$ cat config.mk
export PLATFORM = sky130hd
export DESIGN_NAME = axd_aux_io
export DESIGN_NICKNAME = d
export VERILOG_FILES = /design/src/axd_pkg.sv /design/src/axd_aux_io.sv /design/src/axd_pin_mux.sv /design/src/axd_pulse_gen.sv
export VERILOG_INCLUDE_DIRS = /design/src
export SDC_FILE = /design/constraint.sdc
export NUM_CORES = 1
export LEC_CHECK = 0
export ABC_AREA = 1
export BUFFER_PORTS_ARGS = -buffer_cell sky130_fd_sc_hd__buf_2
export CORE_MARGIN = 4
export CORE_UTILIZATION = 58
export CTS_CLUSTER_DIAMETER = 50
export CTS_CLUSTER_SIZE = 16
export DETAILED_ROUTE_END_ITERATION = 10
export GPL_ROUTABILITY_DRIVEN = 0
export MAX_ROUTING_LAYER = met4
export PLACE_DENSITY = 0.93
export SYNTH_ARGS = -nofsm -noshare
export SYNTH_HDL_FRONTEND = slang
export SYNTH_SLANG_ARGS = --single-unit
$ cat constraint.sdc
create_clock -name clk_i -period 4.7 [get_ports clk_i]
set_input_delay 0.94 -clock clk_i [delete_from_list [all_inputs] [get_ports clk_i]]
set_output_delay 0.94 -clock clk_i [all_outputs]
set_load 0.01 [all_outputs]
$ cat src/axd_cfg.svh
`ifndef AXD_CFG_SVH
`define AXD_CFG_SVH
`define AXD_ADDR_W            6
`define AXD_OFF_AUX_CODE_LO   6'h30
`define AXD_OFF_AUX_CODE_HI   6'h31
`define AXD_OFF_PIN_CTRL_LO   6'h32
`define AXD_OFF_PIN_CTRL_HI   6'h33
`define AXD_OFF_MISC_LO       6'h34
`define AXD_OFF_MISC_HI       6'h35
`define AXD_OFF_CMD_LO        6'h3e
`define AXD_OFF_CMD_HI        6'h3f
`define AXD_CMD_DAC_LATCH     2
`define AXD_MISC_SELF_CHECK   8
`define AXD_MISC_DR_EN        2
`define AXD_MISC_DR_POL       1
`define AXD_MISC_DR_SEL       0
`define AXD_PIN_DIR_ZERO      9
`define AXD_PIN_DIR_ONE       8
`define AXD_PIN_LVL_ZERO      1
`define AXD_PIN_LVL_ONE       0
`define AXD_MISC_MASK         16'h0107
`define AXD_PIN_MASK          16'h0303
`define AXD_CODE_MASK         16'h0fff
`define AXD_RST_WORD          16'h0000
`define AXD_DR_LOW_DEFAULT    12'h004
`endif

$ cat src/axd_pkg.sv
package axd_pkg;
  typedef logic [15:0] axd_word_t;
  typedef enum logic [1:0] {
    AXD_SRC_PIN,
    AXD_SRC_ALARM,
    AXD_SRC_MISC
  } axd_src_t;
endpackage

$ cat src/axd_aux_io.sv
`timescale 1ns/1ps
`include "axd_cfg.svh"
module axd_aux_io #(
  parameter int CNT_W = 12
) (
  // Clock and reset
  input  wire logic                    clk_i,
  input  wire logic                    sys_rst_i,
  input  wire logic                    soft_rst_i,
  // Register port, one byte per access
  input  wire logic [`AXD_ADDR_W-1:0]  reg_addr_i,
  input  wire logic                    reg_wr_i,
  input  wire logic [7:0]              reg_wdata_i,
  input  wire logic                    reg_rd_i,
  output logic [7:0]                   reg_rdata_o,
  // Conversion engine
  input  wire logic                    cycle_done_i,
  input  wire logic [CNT_W-1:0]        dr_hold_cycles_i,
  input  wire logic [11:0]             adc_raw_i,
  output logic [11:0]                  adc_code_o,
  // Alarm control source
  input  wire logic [1:0]              alarm_claim_i,
  input  wire logic [1:0]              alarm_level_i,
  // Analog side
  output logic                         self_check_o,
  output logic [11:0]                  dac_code_o,
  // Pins: index 0 is line zero, index 1 is line one
  input  wire logic [1:0]              pin_line_i,
  output logic [1:0]                   pin_line_o,
  output logic [1:0]                   pin_line_oe_o
);
  import axd_pkg::*;

  // ----------------------------------------------------------------
  // State
  // ----------------------------------------------------------------
  typedef struct packed {
    axd_word_t  aux_output_code;
    axd_word_t  pin_io_control;
    axd_word_t  misc_function_control;
    logic [11:0] dac_out;
    logic [11:0] adc_code;
    logic [1:0]  in_s1;
    logic [1:0]  in_s2;
    logic [7:0]  rdata;
  } axd_state_t;
  axd_state_t st_q, st_d;

  logic       dr_active;
  logic       dr_level;
  logic [1:0] misc_claim;
  axd_word_t  rd_word;

  // ----------------------------------------------------------------
  // Read mux
  // ----------------------------------------------------------------
  always_comb begin
    rd_word = `AXD_RST_WORD;
    case (reg_addr_i)
      `AXD_OFF_AUX_CODE_LO,
      `AXD_OFF_AUX_CODE_HI: rd_word = st_q.aux_output_code;
      `AXD_OFF_PIN_CTRL_LO,
      `AXD_OFF_PIN_CTRL_HI: rd_word = st_q.pin_io_control;
      `AXD_OFF_MISC_LO,
      `AXD_OFF_MISC_HI:     rd_word = st_q.misc_function_control;
      default:              rd_word = `AXD_RST_WORD;
    endcase
  end

  // ----------------------------------------------------------------
  // Next state
  // ----------------------------------------------------------------
  always_comb begin
    st_d = st_q;
    st_d.in_s1 = pin_line_i;
    st_d.in_s2 = st_q.in_s1;
    if (cycle_done_i) begin
      st_d.adc_code = adc_raw_i;
    end
    if (reg_rd_i) begin
      st_d.rdata = reg_addr_i[0] ? rd_word[15:8] : rd_word[7:0];
    end
    if (reg_wr_i) begin
      case (reg_addr_i)
        `AXD_OFF_AUX_CODE_LO: st_d.aux_output_code[7:0] = reg_wdata_i;
        `AXD_OFF_AUX_CODE_HI: st_d.aux_output_code[15:8] = reg_wdata_i;
        `AXD_OFF_PIN_CTRL_LO: st_d.pin_io_control[7:0] = reg_wdata_i;
        `AXD_OFF_PIN_CTRL_HI: st_d.pin_io_control[15:8] = reg_wdata_i;
        `AXD_OFF_MISC_LO: st_d.misc_function_control[7:0] = reg_wdata_i;
        `AXD_OFF_MISC_HI: st_d.misc_function_control[15:8] = reg_wdata_i;
        `AXD_OFF_CMD_LO: begin
          if (reg_wdata_i[`AXD_CMD_DAC_LATCH]) begin
            st_d.dac_out = st_q.aux_output_code[11:0];
          end
        end
        default: st_d.rdata = st_d.rdata;
      endcase
    end
    st_d.aux_output_code       = st_d.aux_output_code & `AXD_CODE_MASK;
    st_d.pin_io_control        = st_d.pin_io_control & `AXD_PIN_MASK;
    st_d.misc_function_control =
      st_d.misc_function_control & `AXD_MISC_MASK;
    if (soft_rst_i) begin
      st_d.aux_output_code = `AXD_RST_WORD;
      st_d.pin_io_control  = `AXD_RST_WORD;
      st_d.misc_function_control[`AXD_MISC_SELF_CHECK] = 1'b0;
      st_d.dac_out = st_d.aux_output_code[11:0];
    end
  end

  always_ff @(posedge clk_i or posedge sys_rst_i) begin
    if (sys_rst_i) begin
      st_q <= '0;
    end else begin
      st_q <= st_d;
    end
  end

  // ----------------------------------------------------------------
  // Data-ready pulse and pin muxing
  // ----------------------------------------------------------------
  axd_pulse_gen #(
    .CNT_W         (CNT_W)
  ) u_pulse (
    .clk_i         (clk_i),
    .sys_rst_i     (sys_rst_i),
    .cycle_done_i  (cycle_done_i),
    .hold_cycles_i (dr_hold_cycles_i),
    .active_o      (dr_active)
  );

  // Polarity bit set gives active high
  assign dr_level = ~(dr_active ^
    st_q.misc_function_control[`AXD_MISC_DR_POL]);

  assign misc_claim[0] = st_q.misc_function_control[`AXD_MISC_DR_EN] &
    ~st_q.misc_function_control[`AXD_MISC_DR_SEL];
  assign misc_claim[1] = st_q.misc_function_control[`AXD_MISC_DR_EN] &
    st_q.misc_function_control[`AXD_MISC_DR_SEL];

  axd_pin_mux u_mux0 (
    .clk_i         (clk_i),
    .sys_rst_i     (sys_rst_i),
    .misc_claim_i  (misc_claim[0]),
    .misc_level_i  (dr_level),
    .alarm_claim_i (alarm_claim_i[0]),
    .alarm_level_i (alarm_level_i[0]),
    .pin_dir_i     (st_q.pin_io_control[`AXD_PIN_DIR_ZERO]),
    .pin_level_i   (st_q.pin_io_control[`AXD_PIN_LVL_ZERO]),
    .pad_o         (pin_line_o[0]),
    .pad_oe_o      (pin_line_oe_o[0])
  );

  axd_pin_mux u_mux1 (
    .clk_i         (clk_i),
    .sys_rst_i     (sys_rst_i),
    .misc_claim_i  (misc_claim[1]),
    .misc_level_i  (dr_level),
    .alarm_claim_i (alarm_claim_i[1]),
    .alarm_level_i (alarm_level_i[1]),
    .pin_dir_i     (st_q.pin_io_control[`AXD_PIN_DIR_ONE]),
    .pin_level_i   (st_q.pin_io_control[`AXD_PIN_LVL_ONE]),
    .pad_o         (pin_line_o[1]),
    .pad_oe_o      (pin_line_oe_o[1])
  );

  // ----------------------------------------------------------------
  // Outputs
  // ----------------------------------------------------------------
  assign self_check_o =
    st_q.misc_function_control[`AXD_MISC_SELF_CHECK];
  assign dac_code_o  = st_q.dac_out;
  assign adc_code_o  = st_q.adc_code;
  assign reg_rdata_o = st_q.rdata;
endmodule

$ cat src/axd_pin_mux.sv
`timescale 1ns/1ps
`include "axd_cfg.svh"
module axd_pin_mux (
  // Clock and reset
  input  wire logic clk_i,
  input  wire logic sys_rst_i,
  // Miscellaneous source
  input  wire logic misc_claim_i,
  input  wire logic misc_level_i,
  // Alarm source
  input  wire logic alarm_claim_i,
  input  wire logic alarm_level_i,
  // Pin control source
  input  wire logic pin_dir_i,
  input  wire logic pin_level_i,
  // Pad
  output logic      pad_o,
  output logic      pad_oe_o
);
  import axd_pkg::*;
  typedef struct packed {
    logic pad;
    logic oe;
  } axd_mux_state_t;
  axd_mux_state_t st_q, st_d;

  always_comb begin
    st_d = st_q;
    if (misc_claim_i) begin
      st_d.pad = misc_level_i;
      st_d.oe  = 1'b1;
    end else if (alarm_claim_i) begin
      st_d.pad = alarm_level_i;
      st_d.oe  = 1'b1;
    end else begin
      st_d.oe  = pin_dir_i;
      st_d.pad = pin_dir_i & pin_level_i;
    end
  end

  always_ff @(posedge clk_i or posedge sys_rst_i) begin
    if (sys_rst_i) begin
      st_q <= '0;
    end else begin
      st_q <= st_d;
    end
  end

  assign pad_o    = st_q.pad;
  assign pad_oe_o = st_q.oe;
endmodule

$ cat src/axd_pulse_gen.sv
`timescale 1ns/1ps
`include "axd_cfg.svh"
module axd_pulse_gen #(
  parameter int CNT_W = 12
) (
  // Clock and reset
  input  wire logic             clk_i,
  input  wire logic             sys_rst_i,
  // Control
  input  wire logic             cycle_done_i,
  input  wire logic [CNT_W-1:0] hold_cycles_i,
  // Pulse
  output logic                  active_o
);
  import axd_pkg::*;
  typedef struct packed {
    logic             active;
    logic [CNT_W-1:0] cnt;
  } axd_pg_state_t;
  axd_pg_state_t st_q, st_d;

  always_comb begin
    st_d = st_q;
    if (cycle_done_i) begin
      st_d.active = 1'b1;
      st_d.cnt    = hold_cycles_i;
    end else if (st_q.active) begin
      if (st_q.cnt <= {{(CNT_W-1){1'b0}}, 1'b1}) begin
        st_d.active = 1'b0;
        st_d.cnt    = '0;
      end else begin
        st_d.cnt = st_q.cnt - {{(CNT_W-1){1'b0}}, 1'b1};
      end
    end
  end

  always_ff @(posedge clk_i or posedge sys_rst_i) begin
    if (sys_rst_i) begin
      st_q <= '0;
    end else begin
      st_q <= st_d;
    end
  end

  assign active_o = st_q.active;
endmodule

==> results.json <==
{
  "status": "finished, final reports clean",
  "synth-seq-cells": 69,
  "multiInputGateArea_mm2": 0.00139,
  "antenna_found_initial": 0,
  "h-tree-depth": 3,
  "drt_drc_violations_left": 0,
  "core_region_area_mm2": 0.00599,
  "dieHeight_um": 86.8,
  "hold_start": "adc_code_o[4]",
  "yosysMostFrequentCell": "nand2_1",
  "ys_top_cells_by_area": "dfrtp_1 48%, nand2_1 13%, buf_4 8.1%, nand3_1 5.7%, inv_1 3.3%",
  "cts_tree": "built",
  "synth_edf_count": 0,
  "area_growth_pct": 11.2,
  "cp.arrival_ns": 0.90,
  "grt_overflow": 0,
  "r2r-end": "u_pulse.st_q[9]",
  "ys_seq_area_share_pct": 47.9,
  "synth_top_area_share_pct": 47.9,
  "syn_area_mm2": 0.00360,
  "relSlewSlack_pct": 36.4,
  "hold_viol_final": 0,
  "die_w_um": 86.8,
  "post_cts_buffers": 0,
  "finalSetupViolCount": 0,
  "synthTopCellsByCount": "128 x nand2_1, 69 x dfrtp_1, 41 x nand3_1",
  "postSynthAreaPerCell_um2": 8.29,
  "min_period_ns": 1.84,
  "root_buffer": "clkbuf_8",
  "cts.sinks": 69,
  "drtAntennaViolNets": 0,
  "grt_pass1_wl_um": 13000,
  "path_buf_inv": 1,
  "nets": 536,
  "wirelength_um": 7720,
  "start_kind": "flip-flop",
  "cp_top_family": "flip-flops",
  "power_density_mw_per_mm2": 340,
  "r2r_start": "u_pulse.st_q[0]",
  "setup_tns_ns": 0,
  "numPortBuffers": 84,
  "p_leak_nw": 2.07,
  "drv_slew": 0,
  "vias_per_cell": 5.26,
  "synthFlopType": "dfrtp_1",
  "fin_crit_sh_pct": 39.2,
  "clk_path_buf_depth": 2,
  "yosysTopAreaCell": "dfrtp_1",
  "r2r_cells": 9,
  "cts_hold_buf": 0,
  "synthArstFlopShare_pct": 100,
  "numCtsBuffers": 9,
  "fmax_mhz": 543,
  "fillers": 502,
  "ys_types": 33,
  "cts_resized": 0,
  "hold_end": "adc_code_o[4]",
  "placed_cell_area_mm2": 0.00379,
  "syn-num-nets": 487,
  "worst-path-max-fanout": 3,
  "num_antenna_cells": 0,
  "fin_util_pct": 66.9,
  "seq_area_mm2": 0.00173,
  "r2r_slack_ns": 3.02,
  "end_kind": "output pin",
  "dpl_worst_slack_ns": 2.50,
  "yosysWarnings": 0,
  "layout-drive-gt1-share_pct": 27.0,
  "rsz0062_at_grt": "false",
  "worst_slew_pin_slew_ns": 0.953,
  "num_vias": 2965,
  "critPathRequiredTime_ns": 3.76,
  "crit_chain": "buf_2",
  "avgRoutedWirePerCell_um": 13.7,
  "fin_ws_ns": 2.86,
  "clk_pin_slew_ns": 0.08,
  "ir_worst_vdd_mv": 0.188,
  "hp-class": "reg2reg",
  "synthCells": 435,
  "clkLatencyLatePin_ns": 0.36,
  "num_io_pins": 87,
  "cp_slowest_cell": "dfrtp_1",
  "finalClockSkew_ns": 0.00959,
  "start_util_pct": 60.2,
  "grt_util_all_layers_pct": 22.6,
  "critPathMaxStageDelay_ns": 0.41,
  "hold_depth": 2,
  "grt_max_degree": 47,
  "drv_cap": 0,
  "dr.first_iter.drc_count": 182,
  "rows": 28,
  "die_area_mm2": 0.00754,
  "dr.pass1.iters": 4,
  "postLayoutCellArea_mm2": 0.00401,
  "path_class": "reg2out",
  "dp_hpwl_um": 5680,
  "grt_pass1_vias": 2969
}
==> worst reg2reg max path, cell delays in order (launching register included) <==
cell,delay [ns]
dfrtp_1,0.38
inv_1,0.09
ha_1,0.25
nand2_2,0.10
nand2_1,0.05
nand2_1,0.06
nand2_1,0.07
nor2_2,0.36
o21ai_0,0.18
nand2_1,0.09
==> report_power, final <==
group | switching (mW) | internal (mW)
registers | 0.0276 | 0.626
clock network | 0.242 | 0.301
logic | 0.105 | 0.0635
==> cell usage in the layout, fill, tap and decap left out, drive strengths merged, types with 9 or more instances in the layout <==
cell type,Yosys,routed
a21oi,9,9
buf,43,85
clkbuf,4,9
dfrtp,69,69
inv,39,40
nand2,133,133
nand3,43,43
nor2,32,32
o21ai,32,32
==> layer usage <==
metal	wire, µm	global-route usage, %	up-vias
met1	3000	26.3	1342
met2	3850	36.0	141
met3	660	5.61	25
met4	210	11.8	0
met5	0	-	-
li1	-	-	1457
==> worst max-delay path by stage <==
stage | depth (start not counted) | startpoint | end
finish | 1 | self_check_o | self_check_o
global route | 9 | u_pulse.st_q[0] | u_pulse.st_q[9]
CTS | 1 | self_check_o | self_check_o
detailed placement | 4 | cycle_done_i | u_pulse.st_q[10]
global placement | 4 | cycle_done_i | u_pulse.st_q[10]
floorplan | 1 | sys_rst_i | adc_code_o[0]
==> per-stage QoR <==
stage,power [mW],cells,hold WS [ns]
3_3_place_gp,0.825,548,0.450
4_1_cts,1.37,564,0.476
2_1_floorplan,0.787,435,0.443
3_5_place_dp,0.832,548,0.456
6_report,1.36,564,0.467
5_1_grt,1.43,564,0.493
==> registers in the layout, indices dropped and copies added (netlist names) <==
register and flops:
u_pulse.active_o 1, u_mux0.pad_o 1, u_mux0.pad_oe_o 1, reg_rdata_o 8, dac_code_o 12, u_mux1.pad_o 1
adc_code_o 12, st_q 19, u_pulse.st_q 12, u_mux1.pad_oe_o 1, self_check_o 1
==> layout make-up <==
class / instances / share of cell area [%]
multi-input combinational: 280 / 34.7
clock inverter: 7 / 2.46
inverter: 39 / 3.71
tap: 75 / 2.34
clock buffer: 9 / 3.09
timing repair buffer: 85 / 10.7
sequential: 69 / 43.1
==> logic make-up (layout without fill, tap and decap cells) <==
| group | count (synthesis) | after routing | share of synthesized area (%) |
|---|---|---|---|
| compound gates | 55 | 55 | 9.68 |
| xor+xnor | 9 | 9 | 2.19 |
| fa+ha+maj | 2 | 2 | 0.694 |
| buf+inv | 86 | 140 | 13.5 |
| flops | 69 | 69 | 47.9 |
| simple gates | 214 | 214 | 26.0 |
(Power assumes the default switching activity.)
